--- src/psl_pkg.sv ---
// package for the strap configuration loader: map, fields, timing, decode
`default_nettype none
package psl_pkg;
   // register indices; byte address is four times the index
   localparam int unsigned REG_CTRL_IDX = 0;
   localparam int unsigned REG_ADV_IDX = 4;
   localparam int unsigned REG_MCTL_IDX = 17;
   localparam int unsigned REG_SMODE_IDX = 18;
   localparam int unsigned REG_STAT_IDX = 20;
   localparam logic [7:0] REG_CTRL_ADDR = 8'(REG_CTRL_IDX * 4);
   localparam logic [7:0] REG_ADV_ADDR = 8'(REG_ADV_IDX * 4);
   localparam logic [7:0] REG_MCTL_ADDR = 8'(REG_MCTL_IDX * 4);
   localparam logic [7:0] REG_SMODE_ADDR = 8'(REG_SMODE_IDX * 4);
   localparam logic [7:0] REG_STAT_ADDR = 8'(REG_STAT_IDX * 4);
   // control register field positions
   localparam int unsigned CTRL_SOFT_RST_BIT = 15;
   localparam int unsigned CTRL_SPEED_BIT = 13;
   localparam int unsigned CTRL_ANEG_BIT = 12;
   localparam int unsigned CTRL_PWRDN_BIT = 11;
   localparam int unsigned CTRL_ISOLATE_BIT = 10;
   localparam int unsigned CTRL_DUPLEX_BIT = 8;
   // advertisement field, mode control and special modes fields
   localparam int unsigned ADV_LSB = 5;
   localparam int unsigned MCTL_BYPASS_BIT = 3;
   localparam int unsigned SMODE_IFACE_BIT = 14;
   localparam int unsigned SMODE_MODE_LSB = 5;
   localparam int unsigned SMODE_ADDR_LSB = 0;
   // reset values
   localparam logic [4:0] ADDR_RST = 5'h00;
   localparam logic [2:0] MODE_RST = 3'h0;
   localparam logic IFACE_RST = 1'b0;
   localparam logic BYPASS_RST = 1'b0;
   localparam logic [3:0] ADV_RST = 4'h0;
   // mode code meaning power-down wake-up
   localparam logic [2:0] MODE_PWRDN = 3'h6;
   // soft reset duration
   localparam int unsigned CLK_PERIOD_NS = 4;
   localparam int unsigned SOFT_RST_NS = 1000;
   localparam int unsigned SOFT_RST_CYC =
      (SOFT_RST_NS + CLK_PERIOD_NS - 1) / CLK_PERIOD_NS;

   // configuration that one mode code stands for
   typedef struct packed {
      logic speed100;
      logic aneg_en;
      logic isolate;
      logic full_duplex;
      logic [3:0] adv;
      logic crs_on_tx;
      logic repeater;
      logic pwrdn;
   } psl_cfg_t;

   // management frame seen by the address matcher
   typedef struct packed {
      logic valid;
      logic write;
      logic [4:0] addr;
   } psl_frame_t;

   // default register values for each mode code
   function automatic psl_cfg_t psl_mode_cfg(input logic [2:0] m);
      psl_cfg_t c;
      c = '0;
      case (m)
         3'h0: c.crs_on_tx = 1'b1;
         3'h1: c.full_duplex = 1'b1;
         3'h2: begin
            c.speed100 = 1'b1;
            c.crs_on_tx = 1'b1;
         end
         3'h3: begin
            c.speed100 = 1'b1;
            c.full_duplex = 1'b1;
         end
         3'h4: begin
            c.speed100 = 1'b1;
            c.aneg_en = 1'b1;
            c.adv = 4'h4;
            c.crs_on_tx = 1'b1;
         end
         3'h5: begin
            c.speed100 = 1'b1;
            c.aneg_en = 1'b1;
            c.adv = 4'h4;
            c.repeater = 1'b1;
         end
         3'h6: c.pwrdn = 1'b1;
         default: begin
            c.speed100 = 1'b1;
            c.aneg_en = 1'b1;
            c.full_duplex = 1'b1;
            c.adv = 4'hF;
            c.crs_on_tx = 1'b1;
         end
      endcase
      return c;
   endfunction : psl_mode_cfg
endpackage : psl_pkg
`default_nettype wire

--- src/psl_strap_loader.sv ---
// strap capture, configuration registers and address match for the phy
//
// Behaviour
// - address straps are latched into a register when hardware reset ends
// - with bypass clear, a management frame is answered only if its address matches ours
// - the management address seeds the transmit scrambler
// - straps give addresses 0 to 7; higher ones only by software write
// - software may write a new five-bit address; it is used from then on
// - address bits 0,1,2 come from rx_er, rx_clk and rxd3 pins
// - with bypass set, management writes are accepted at any address
// - at reset release, speed, duplex, negotiation load from mode straps
// - after loading, the block's configuration comes from register bits
// - soft reset rebuilds configuration from register values, not straps
// - codes 000..011 give fixed 10/100 half/full with negotiation off
// - fixed 100 half: carrier sense on tx and rx; 100 full: rx only
// - code 100 negotiates, advertising only 100 half duplex
// - code 101 is repeater, negotiating 100 half, carrier sense rx only
// - code 110 wakes powered down; leave by new mode then soft reset
// - code 111 negotiates with all abilities advertised
// - mode bits 0,1,2 come from rxd0, rxd1 and col/crs_dv pins
// - interface strap caught at reset release; low mii, high rmii
// - interface bit loads from strap, then interface follows the bit
// - on soft reset the interface bit governs and the strap is ignored
// - writing one to control bit 15 starts soft reset; hardware clears it
// - soft-reset-immune bits survive soft reset; hardware reset clears all
//
// The address map and the APB register port are this design's own decisions.
`default_nettype none
module psl_strap_loader
   import psl_pkg::*;
(
   input wire logic pclk,
   input wire logic presetn,
   input wire logic psel,
   input wire logic penable,
   input wire logic pwrite,
   input wire logic [7:0] paddr,
   input wire logic [31:0] pwdata,
   output logic [31:0] prdata,
   output logic pready,
   output logic pslverr,
   input wire logic rx_er_pin,
   input wire logic rx_clk_pin,
   input wire logic rxd3_pin,
   input wire logic rxd0_pin,
   input wire logic rxd1_pin,
   input wire logic col_crs_dv_pin,
   input wire logic rxd2_pin,
   output logic [6:0] strap_pin_oe,
   input wire psl_frame_t mgmt_frame,
   output logic mgmt_frame_accept,
   output logic [4:0] scram_seed,
   output psl_cfg_t active_cfg,
   output logic rmii_sel,
   output logic power_down
);
   typedef enum logic [1:0] {ST_CAPTURE, ST_RUN, ST_SOFT} psl_state_t;

   psl_state_t state_r;
   logic [8:0] soft_cnt_r;
   logic [4:0] mgmt_addr_r;
   logic [2:0] mode_r;
   logic iface_select_bit_r;
   logic addr_match_bypass_r;
   logic soft_rst_bit_r;
   logic pwrdn_bit_r;
   psl_cfg_t cfg_r;
   logic [2:0] mgmt_addr_strap_r;
   logic [2:0] mode_strap_r;
   logic reduced_iface_strap_r;
   logic [31:0] prdata_r;
   logic pready_r;
   logic pslverr_r;
   logic accept_r;
   logic [6:0] oe_r;
   logic wr_en;
   logic setup;
   logic soft_done;
   logic soft_req;
   logic [2:0] addr_pins;
   logic [2:0] mode_pins;
   psl_cfg_t strap_cfg;
   psl_cfg_t reg_cfg;

   // apb phases and the decoded write enable
   assign setup = psel & ~penable;
   assign wr_en = psel & penable & pready_r & pwrite;
   assign soft_req = wr_en && paddr == REG_CTRL_ADDR
      && pwdata[CTRL_SOFT_RST_BIT];
   assign soft_done = state_r == ST_SOFT
      && soft_cnt_r == 9'(SOFT_RST_CYC - 1);
   // strap pin groups
   assign addr_pins = {rxd3_pin, rx_clk_pin, rx_er_pin};
   assign mode_pins = {col_crs_dv_pin, rxd1_pin, rxd0_pin};
   assign strap_cfg = psl_mode_cfg(mode_pins);
   assign reg_cfg = psl_mode_cfg(mode_r);

   // sequencer: one capture cycle after release, then run or soft reset
   always_ff @(posedge pclk or negedge presetn) begin
      if (!presetn) begin
         state_r <= ST_CAPTURE;
      end else begin
         case (state_r)
            ST_CAPTURE: state_r <= ST_RUN;
            ST_RUN: if (soft_req) state_r <= ST_SOFT;
            ST_SOFT: if (soft_done && !soft_req) state_r <= ST_RUN;
            default: state_r <= ST_RUN;
         endcase
      end
   end

   // soft reset duration counter; a new request restarts it
   always_ff @(posedge pclk or negedge presetn) begin
      if (!presetn) begin
         soft_cnt_r <= 9'h000;
      end else if (state_r != ST_SOFT || soft_req) begin
         soft_cnt_r <= 9'h000;
      end else if (!soft_done) begin
         soft_cnt_r <= soft_cnt_r + 9'h001;
      end
   end

   // strap snapshot kept for status readback
   always_ff @(posedge pclk or negedge presetn) begin
      if (!presetn) begin
         mgmt_addr_strap_r <= 3'h0;
         mode_strap_r <= 3'h0;
         reduced_iface_strap_r <= 1'b0;
      end else if (state_r == ST_CAPTURE) begin
         mgmt_addr_strap_r <= addr_pins;
         mode_strap_r <= mode_pins;
         reduced_iface_strap_r <= rxd2_pin;
      end
   end

   // special modes register: soft-reset-immune address, mode, interface
   always_ff @(posedge pclk or negedge presetn) begin
      if (!presetn) begin
         mgmt_addr_r <= ADDR_RST;
         mode_r <= MODE_RST;
         iface_select_bit_r <= IFACE_RST;
      end else if (state_r == ST_CAPTURE) begin
         mgmt_addr_r <= {2'b00, addr_pins};
         mode_r <= mode_pins;
         iface_select_bit_r <= rxd2_pin;
      end else if (wr_en && paddr == REG_SMODE_ADDR) begin
         mgmt_addr_r <= pwdata[SMODE_ADDR_LSB +: 5];
         mode_r <= pwdata[SMODE_MODE_LSB +: 3];
         iface_select_bit_r <= pwdata[SMODE_IFACE_BIT];
      end
   end

   // mode control register: bypass clears on either reset
   always_ff @(posedge pclk or negedge presetn) begin
      if (!presetn) begin
         addr_match_bypass_r <= BYPASS_RST;
      end else if (state_r == ST_SOFT) begin
         addr_match_bypass_r <= BYPASS_RST;
      end else if (wr_en && paddr == REG_MCTL_ADDR) begin
         addr_match_bypass_r <= pwdata[MCTL_BYPASS_BIT];
      end
   end

   // control and advertisement bits: from straps, register mode, or writes
   always_ff @(posedge pclk or negedge presetn) begin
      if (!presetn) begin
         cfg_r <= '0;
         pwrdn_bit_r <= 1'b0;
      end else if (state_r == ST_CAPTURE) begin
         cfg_r <= strap_cfg;
         pwrdn_bit_r <= 1'b0;
      end else if (state_r == ST_SOFT) begin
         cfg_r <= reg_cfg;
         pwrdn_bit_r <= 1'b0;
      end else if (wr_en && paddr == REG_CTRL_ADDR) begin
         cfg_r.speed100 <= pwdata[CTRL_SPEED_BIT];
         cfg_r.aneg_en <= pwdata[CTRL_ANEG_BIT];
         cfg_r.isolate <= pwdata[CTRL_ISOLATE_BIT];
         cfg_r.full_duplex <= pwdata[CTRL_DUPLEX_BIT];
         pwrdn_bit_r <= pwdata[CTRL_PWRDN_BIT];
      end else if (wr_en && paddr == REG_ADV_ADDR) begin
         cfg_r.adv <= pwdata[ADV_LSB +: 4];
      end
   end

   // self-clearing soft reset bit; a new write wins over the clear
   always_ff @(posedge pclk or negedge presetn) begin
      if (!presetn) begin
         soft_rst_bit_r <= 1'b0;
      end else if (soft_req) begin
         soft_rst_bit_r <= 1'b1;
      end else if (soft_done) begin
         soft_rst_bit_r <= 1'b0;
      end
   end

   // apb slave: answer in the first access cycle, error on unmapped
   always_ff @(posedge pclk or negedge presetn) begin
      if (!presetn) begin
         pready_r <= 1'b0;
         pslverr_r <= 1'b0;
         prdata_r <= 32'h0000_0000;
      end else begin
         pready_r <= setup;
         pslverr_r <= 1'b0;
         prdata_r <= 32'h0000_0000;
         if (setup) begin
            case (paddr)
               REG_CTRL_ADDR: begin
                  prdata_r[CTRL_SOFT_RST_BIT] <= soft_rst_bit_r;
                  prdata_r[CTRL_SPEED_BIT] <= cfg_r.speed100;
                  prdata_r[CTRL_ANEG_BIT] <= cfg_r.aneg_en;
                  prdata_r[CTRL_PWRDN_BIT] <= pwrdn_bit_r;
                  prdata_r[CTRL_ISOLATE_BIT] <= cfg_r.isolate;
                  prdata_r[CTRL_DUPLEX_BIT] <= cfg_r.full_duplex;
               end
               REG_ADV_ADDR: prdata_r[ADV_LSB +: 4] <= cfg_r.adv;
               REG_MCTL_ADDR:
                  prdata_r[MCTL_BYPASS_BIT] <= addr_match_bypass_r;
               REG_SMODE_ADDR: begin
                  prdata_r[SMODE_IFACE_BIT] <= iface_select_bit_r;
                  prdata_r[SMODE_MODE_LSB +: 3] <= mode_r;
                  prdata_r[SMODE_ADDR_LSB +: 5] <= mgmt_addr_r;
               end
               REG_STAT_ADDR: prdata_r[8:0] <= {power_down,
                  state_r == ST_SOFT, reduced_iface_strap_r,
                  mgmt_addr_strap_r, mode_strap_r};
               default: pslverr_r <= 1'b1; // unmapped address
            endcase
         end
      end
   end

   // management frame address match with write bypass
   always_ff @(posedge pclk or negedge presetn) begin
      if (!presetn) begin
         accept_r <= 1'b0;
      end else begin
         accept_r <= mgmt_frame.valid && state_r != ST_CAPTURE
            && (mgmt_frame.addr == mgmt_addr_r
            || (addr_match_bypass_r && mgmt_frame.write));
      end
   end

   // strap pins turn to outputs only after the capture cycle
   generate
      for (genvar i = 0; i < 7; i++) begin : g_pin_oe
         always_ff @(posedge pclk or negedge presetn) begin
            if (!presetn) begin
               oe_r[i] <= 1'b0;
            end else begin
               oe_r[i] <= state_r != ST_CAPTURE;
            end
         end
      end
   endgenerate

   // outputs driven from register bits
   always_ff @(posedge pclk or negedge presetn) begin
      if (!presetn) begin
         scram_seed <= ADDR_RST;
         active_cfg <= '0;
         rmii_sel <= IFACE_RST;
         power_down <= 1'b0;
      end else begin
         scram_seed <= mgmt_addr_r;
         active_cfg <= cfg_r;
         rmii_sel <= iface_select_bit_r;
         power_down <= cfg_r.pwrdn | pwrdn_bit_r;
      end
   end

   assign prdata = prdata_r;
   assign pready = pready_r;
   assign pslverr = pslverr_r;
   assign mgmt_frame_accept = accept_r;
   assign strap_pin_oe = oe_r;

   // checks of the loader's behaviour
   a_addr_strap_load: assert property (@(posedge pclk) disable iff (!presetn)
      presetn && state_r == ST_CAPTURE
      |=> mgmt_addr_r == {2'b00, $past(addr_pins)})
      else $error("address strap not loaded");
   a_frame_match: assert property (@(posedge pclk) disable iff (!presetn)
      mgmt_frame.valid && state_r == ST_RUN && !addr_match_bypass_r
      |=> accept_r == ($past(mgmt_frame.addr) == $past(mgmt_addr_r)))
      else $error("frame address match wrong");
   a_seed_addr: assert property (@(posedge pclk) disable iff (!presetn)
      ##1 scram_seed == $past(mgmt_addr_r))
      else $error("scrambler seed not the address");
   a_bypass_write: assert property (@(posedge pclk) disable iff (!presetn)
      mgmt_frame.valid && mgmt_frame.write && addr_match_bypass_r
      && state_r != ST_CAPTURE |=> accept_r)
      else $error("bypass write refused");
   a_mode_load: assert property (@(posedge pclk) disable iff (!presetn)
      presetn && state_r == ST_CAPTURE
      |=> cfg_r == psl_mode_cfg($past(mode_pins))
      ##1 active_cfg == $past(cfg_r))
      else $error("mode straps not loaded");
   a_soft_reload: assert property (@(posedge pclk) disable iff (!presetn)
      state_r == ST_SOFT |=> cfg_r == psl_mode_cfg($past(mode_r)))
      else $error("soft reset used straps");
   a_soft_keeps: assert property (@(posedge pclk) disable iff (!presetn)
      state_r == ST_SOFT && !wr_en |=> $stable(mode_r)
      && $stable(iface_select_bit_r) && $stable(mgmt_addr_r))
      else $error("immune bits lost on soft reset");
   a_soft_self_clear: assert property (@(posedge pclk) disable iff (!presetn)
      state_r == ST_SOFT |-> soft_cnt_r < 9'(SOFT_RST_CYC))
      else $error("soft reset overran");
   a_soft_bit_drop: assert property (@(posedge pclk) disable iff (!presetn)
      soft_done && !soft_req |=> !soft_rst_bit_r && state_r == ST_RUN)
      else $error("soft reset bit not cleared");
   a_pin_oe_capture: assert property (@(posedge pclk) disable iff (!presetn)
      presetn && state_r == ST_CAPTURE
      |-> oe_r == 7'h00 ##1 oe_r == 7'h00 ##1 oe_r == 7'h7F)
      else $error("strap pins driven too early");
   a_iface_follow: assert property (@(posedge pclk) disable iff (!presetn)
      presetn && state_r == ST_CAPTURE
      |=> iface_select_bit_r == $past(rxd2_pin)
      ##1 rmii_sel == $past(iface_select_bit_r))
      else $error("interface bit not followed");
   a_pwrdn_mode: assert property (@(posedge pclk) disable iff (!presetn)
      presetn && state_r == ST_CAPTURE && mode_pins == MODE_PWRDN
      |-> ##2 power_down)
      else $error("power-down mode not entered");
   a_apb_answer: assert property (@(posedge pclk) disable iff (!presetn)
      setup |=> pready_r)
      else $error("apb answer late");

   c_soft_reset: cover property (@(posedge pclk) disable iff (!presetn)
      soft_done);
   c_bypass_accept: cover property (@(posedge pclk) disable iff (!presetn)
      accept_r && addr_match_bypass_r);
   c_high_addr: cover property (@(posedge pclk) disable iff (!presetn)
      accept_r && mgmt_addr_r > 5'h07);
   c_rmii_strap: cover property (@(posedge pclk) disable iff (!presetn)
      state_r == ST_CAPTURE && rxd2_pin);
endmodule : psl_strap_loader
`default_nettype wire

--- config.mk ---
export PLATFORM = sky130hd
export DESIGN_NAME = psl_strap_loader
export DESIGN_NICKNAME = d
export VERILOG_FILES = /design/src/psl_pkg.sv /design/src/psl_strap_loader.sv
export SDC_FILE = /design/constraint.sdc
export NUM_CORES = 1
export LEC_CHECK = 0
export ABC_AREA = 1
export BUFFER_PORTS_ARGS = -buffer_cell sky130_fd_sc_hd__buf_2
export CORE_ASPECT_RATIO = 0.5
export CORE_UTILIZATION = 57
export CTS_BUF_LIST = sky130_fd_sc_hd__clkbuf_2
export DETAILED_ROUTE_END_ITERATION = 12
export GPL_TIMING_DRIVEN = 0
export PLACE_DENSITY = 0.88
export SLEW_MARGIN = 5
export SYNTH_ARGS = -nofsm -noshare
export SYNTH_HDL_FRONTEND = slang
export SYNTH_SLANG_ARGS = --single-unit
--- constraint.sdc ---
create_clock -name pclk -period 2.19 [get_ports pclk]
set_input_delay 0.1095 -clock pclk [delete_from_list [all_inputs] [get_ports pclk]]
set_output_delay 0.1095 -clock pclk [all_outputs]
set_load 0.05 [all_outputs]
# After elaboration in Yosys (flattened, before gate mapping)
# Cells that the tools add are included.
dict set report op_classes {
  n_bitwise 6
  n_reduce_logical 37
  eq_ne 25
  addsub 1
  mux 50
}
# operator n
set op_table {}
lappend op_table {{$mux 9} 3}
lappend op_table {{$mux 1} 25}
lappend op_table {{$reduce_or 5->1} 5}
lappend op_table {{$eq 8x7->1 const B} 3}
lappend op_table {{$eq 3x3->1 const B} 6}
lappend op_table {{$mux 4} 4}
lappend op_table {{$pmux 4 s2} 2}
lappend op_table {{$eq 3x2->1 const B} 4}
lappend op_table {{$mux 11} 1}
lappend op_table {{$logic_and 1x1->1} 10}
lappend op_table {{$mux 5} 2}
lappend op_table {{$reduce_bool 2->1} 5}
lappend op_table {{$add 9x1->9 const B} 1}
lappend op_table {{$eq 9x8->1 const B} 1}
lappend op_table {{$mux 3} 3}
lappend op_table {{$pmux 3 s3} 1}
lappend op_table {{$eq 8x5->1 const B} 1}
lappend op_table {{$logic_not 8->1} 1}
lappend op_table {{$mux 8} 1}
lappend op_table {{$reduce_or 4->1} 2}
lappend op_table {{$eq 3x1->1 const B} 2}
lappend op_table {{$logic_not 3->1} 2}
lappend op_table {{$mux 6} 1}
lappend op_table {{$ne 2x2->1 const B} 3}
lappend op_table {{other kinds (20)} 30}
dict set report totals {
  word_cells 154
  register_bits 78
  in_bits 59
  output_inout_bits 60
}

# Longest topological paths before layout
dict set report logic_depth {
  word_depth 9
  ltp_mapped 10
}

# Worst setup path before layout
# No wires, ideal clock.
dict set report synth_timing {
  path_kind {reg-to-reg}
  start {register pready_r, in the netlist pready}
  end {register soft_cnt_r[5]}
  stages_incl_launch_ff 6
  slack_ps 754
  period_less_slack_ps 1436
  path_buffers 0
  arrival_time_ps 1314
  path_cell_list {dfrtp_1 nand2_1 nor2_4 nand3_2 nand2_1 nor2_1}
}
dict set report synth_between {
  elab_chain_cells 6
  elab_cells_between_ends 7
  classes_between {1 x eq/ne; 1 x mux; 2 x bitwise; 3 x reduce/logical}
}
# item line_no
set synth_rtl {}
lappend synth_rtl {{start, declared} psl_strap_loader.sv:72} ;# logic pready_r;
lappend synth_rtl {{start signal, assigned} psl_strap_loader.sv:204} ;# pready_r <= setup;
lappend synth_rtl {{$and 1x1->1 * (2 in a row)} psl_strap_loader.sv:87} ;# assign wr_en = psel & penable & pready_r & pwrite;
lappend synth_rtl {{$logic_and 1x1->1 *} psl_strap_loader.sv:88} ;# assign soft_req = wr_en && paddr == REG_CTRL_ADDR
lappend synth_rtl {{$logic_and 1x1->1 *} psl_strap_loader.sv:89} ;# && pwdata[CTRL_SOFT_RST_BIT];
lappend synth_rtl {{$logic_or 1x1->1 *} psl_strap_loader.sv:116} ;# end else if (state_r != ST_SOFT || soft_req) begin
lappend synth_rtl {{$ne 2x1->1 (no line) / $mux 9 (equally long branches)} n/a}
lappend synth_rtl {{end signal, assigned} psl_strap_loader.sv:119} ;# soft_cnt_r <= soft_cnt_r + 9'h001;
lappend synth_rtl {{end, declared} psl_strap_loader.sv:60} ;# logic [8:0] soft_cnt_r;
# Mark *: on every way between the ends. The rest lies on a longest branch, timed or not.
# A chain may end at the register's enable or synchronous reset.

# Worst setup path after layout
dict set report layout_timing {
  start {input paddr[2]}
  end {register prdata_r[14], in the netlist prdata[14]}
}
dict set report layout_between {
  elab_chain_cells 3
}
# item line_no
set layout_rtl {}
lappend layout_rtl {{start, declared} psl_strap_loader.sv:37} ;# input wire logic [7:0] paddr,
lappend layout_rtl {{$eq 8x7->1} psl_strap_loader.sv:208} ;# case (paddr)
lappend layout_rtl {{$mux 1} psl_strap_loader.sv:208}
lappend layout_rtl {{$mux 6} psl_strap_loader.sv:207} ;# if (setup) begin
lappend layout_rtl {{end signal, assigned by index} psl_strap_loader.sv:210} ;# prdata_r[CTRL_SOFT_RST_BIT] <= soft_rst_bit_r;
lappend layout_rtl {{end signal, assigned by index} psl_strap_loader.sv:211} ;# prdata_r[CTRL_SPEED_BIT] <= cfg_r.speed100;
lappend layout_rtl {{end signal, assigned by index} psl_strap_loader.sv:212} ;# prdata_r[CTRL_ANEG_BIT] <= cfg_r.aneg_en;
lappend layout_rtl {{end, declared} psl_strap_loader.sv:71} ;# logic [31:0] prdata_r;
# No other way between the ends.

==> metrics <==
largest net degree at the start of global routing 69; hpwl dp 5.82 mm; Antenna Cells 0; Initial Utilization 59.8%; cts repair resizes 0; Hold Path Origin psel; hold path depth 5; core area 6130 µm²; Vert. Die Dim 58.7 µm; Die Area 6780 µm²; Syn. warnings 0; cells on worst reg2reg path 6; CP Launch Type input port; Worst-path clk slew 0.21 ns; max-slew violations 0; Synth Area per Inst 8.32 µm²; Critical Path Sink Type flip-flop; final hold slack 0.0582 ns; RSZ-0062 raised after global routing no; clock sinks 78; final setup vio count 0; DR vias/cell around 5.2; final clock skew between 0.015 and 0.02 ns; type of the worst setup path input port to flip-flop; final setup TNS 0 ns; MaxCap Viol Count 0; std cell rows 20; Final Util 77.1%; clk_lat worst skew ~0.52 ns; GRT Util Overall roughly 28%; FMAX approximately 500 MHz; post-synthesis cell area 3670 µm²; flops & latches, synth 78; Die W 115 µm; H-Tree Depth 3; Final WS setup 0.206 ns; Mapped Cells 441; pwr/cell area 532 nW/µm²; CP max FO 5; post-synth cell types 28; arrival time worst endpoint 2.44 ns; CTS tree done; CP required 2.65 ns; Pwr Total ~2.5 mW; Worst Hold Endpoint prdata[4]; vias in the first global route around 3200; Min Clock Period, post-route 1.98 ns; Peak VDD IR 280 µV; IO Port Bufs 84; via count 3504; DRC errors left 0; Routability Congestion ~0.89; reg-to-reg startpoint state_r[0]; I/O pin total 119; Reg-to-Reg End mgmt_frame_accept; Hold Violations, Final 0; first-pass GRT wire length 14.3 mm; 1st-iter DRT viols 350; DR WL/cell approximately 13 µm; initial antenna violation count 0; ratio of cells with drive above 1 in the final layout between 20% and 30%; reg2reg setup slack 0.42 ns; CTS Buf Count 9; register area share after synthesis 53.2%; Leak 2.56 nW; Area growth syn-to-layout 28.9%; GR Overflow Total 0; Routed Antenna Nets 0; DRT Pass-1 Iters 8; status completed; # nets final around 650; Hold Path Class input port to flip-flop; post-route clock period utilization 90.6%; dpl ws 0.851 ns; overall routed net length 9.10 mm; clk root buf clkbuf_2; Max clock buf depth 2
critical path: stages:
cell,delay [ns]
dlygate4sd3_1,0.54
buf_2,0.13
inv_1,0.04
nand2_1,0.05
nor2_2,0.19
dlygate4sd3_1,0.63
nand2_4,0.08
dlygate4sd3_1,0.57
nor2_1,0.09
cells in the final DEF, fill, tap and decap left out, types with 2 or more instances in the layout:
| cell type | n |
|---|---|
| a21oi_1 | 8 |
| buf_2 | 89 |
| buf_4 | 24 |
| clkbuf_2 | 9 |
| clkinv_1 | 2 |
| clkinv_2 | 3 |
| clkinvlp_4 | 3 |
| conb_1 | 17 |
| dfrtp_1 | 78 |
| dlygate4sd3_1 | 33 |
| ha_1 | 2 |
| inv_1 | 43 |
| inv_2 | 2 |
| nand2_1 | 130 |
| nand2_2 | 3 |
| nand3_1 | 53 |
| nand4_1 | 6 |
| nor2_1 | 42 |
| nor2_2 | 4 |
| nor2_4 | 3 |
| nor3_1 | 4 |
| o211ai_1 | 3 |
| o21ai_0 | 12 |
| or2_2 | 2 |
| xor2_1 | 7 |
registers in the layout, indices dropped and copies added (netlist names), 2 cells and up:
signal	count
scram_seed	5
active_cfg	11
mode_strap_r	3
state_r	2
cfg_r	11
mgmt_addr_r	5
soft_cnt_r	9
mode_r	3
mgmt_addr_strap_r	3
prdata	15
final cells by class:
cell class | count | area [µm²]
sequential | 78 | 1950
fill | 394 | 1400
multi-input combinational | 301 | 1380
timing repair buffer | 118 | 781
buffer | 31 | 218
inverter | 47 | 179
tap | 88 | 110
clock inverter | 7 | 65.1
clock buffer | 9 | 45.0
repair_timing:
action	in CTS	in global routing
hold buffers	33	0
endpoints found under the hold margin	115	0
buffers inserted	0	0
per-layer routing:
layer  up-vias  GRT usage, %  part of all wire (%)
met5         -             0                     0
met4         0          13.5                   2.7
met3        35          6.69                   8.3
met2       210          47.0                    48
met1      1620          35.6                    41
li1       1639             -                     -
logic make-up after synthesis:
logic type | count (synthesis) | share of synthesized area (%)
adders and majority gates | 2 | 0.682
other | 1 | 0.102
AOI/OAI and AO/OA | 25 | 3.82
xor gates and xnor gates | 8 | 1.91
and+or+nand+nor | 249 | 29.4
DFF | 78 | 53.2
buffers and inverters | 78 | 10.8
synth_stat cells:
cell / instances / area [µm²]
a21oi_1: 8 / 40.0
a32oi_1: 1 / 8.76
buf_2: 6 / 30.0
buf_4: 23 / 173
buf_6: 1 / 11.3
clkbuf_1: 1 / 3.75
clkinv_2: 2 / 10.0
conb_1: 1 / 3.75
dfrtp_1: 78 / 1950
ha_1: 2 / 25.0
inv_1: 43 / 161
inv_2: 2 / 7.51
nand2_1: 130 / 488
nand2_2: 3 / 18.8
nand2_4: 1 / 11.3
nand3_1: 53 / 265
nand3_2: 1 / 10.0
nand4_1: 6 / 37.5
nor2_1: 42 / 158
nor2_2: 4 / 25.0
nor2_4: 3 / 33.8
nor3_1: 4 / 20.0
o211ai_1: 3 / 22.5
o21ai_0: 12 / 60.1
o221ai_1: 1 / 8.76
or2_2: 2 / 12.5
xnor2_1: 1 / 8.76
xor2_1: 7 / 61.3
power by group:
part | switching, mW | internal, mW | total (mW)
logic | 0.187 | 0.114 | 0.301
registers | 0.00839 | 1.45 | 1.46
clock network | 0.501 | 0.252 | 0.753
total | 0.697 | 1.82 | 2.52
how the worst max path moves through the flow:
stage                     cells after the start  slack (ns)        from              to
after floorplan                               5        0.75      pready   soft_cnt_r[5]
after global placement                        1        0.52     presetn  active_cfg[10]
after detailed placement                      6        0.85  state_r[0]        cfg_r[7]
after CTS                                     9        0.24    paddr[2]      prdata[14]
after global routing                          9        0.18    paddr[2]      prdata[14]
final                                         9        0.21    paddr[2]      prdata[14]
through the flow:
step / std cells / area, µm²
after detailed placement: 630 / 4290
after global routing: 679 / 4730
final: 679 / 4730
after CTS: 679 / 4730
after global placement: 629 / 4260
after floorplan: 457 / 3730
Note: power is estimated with default switching activity, not from simulation.
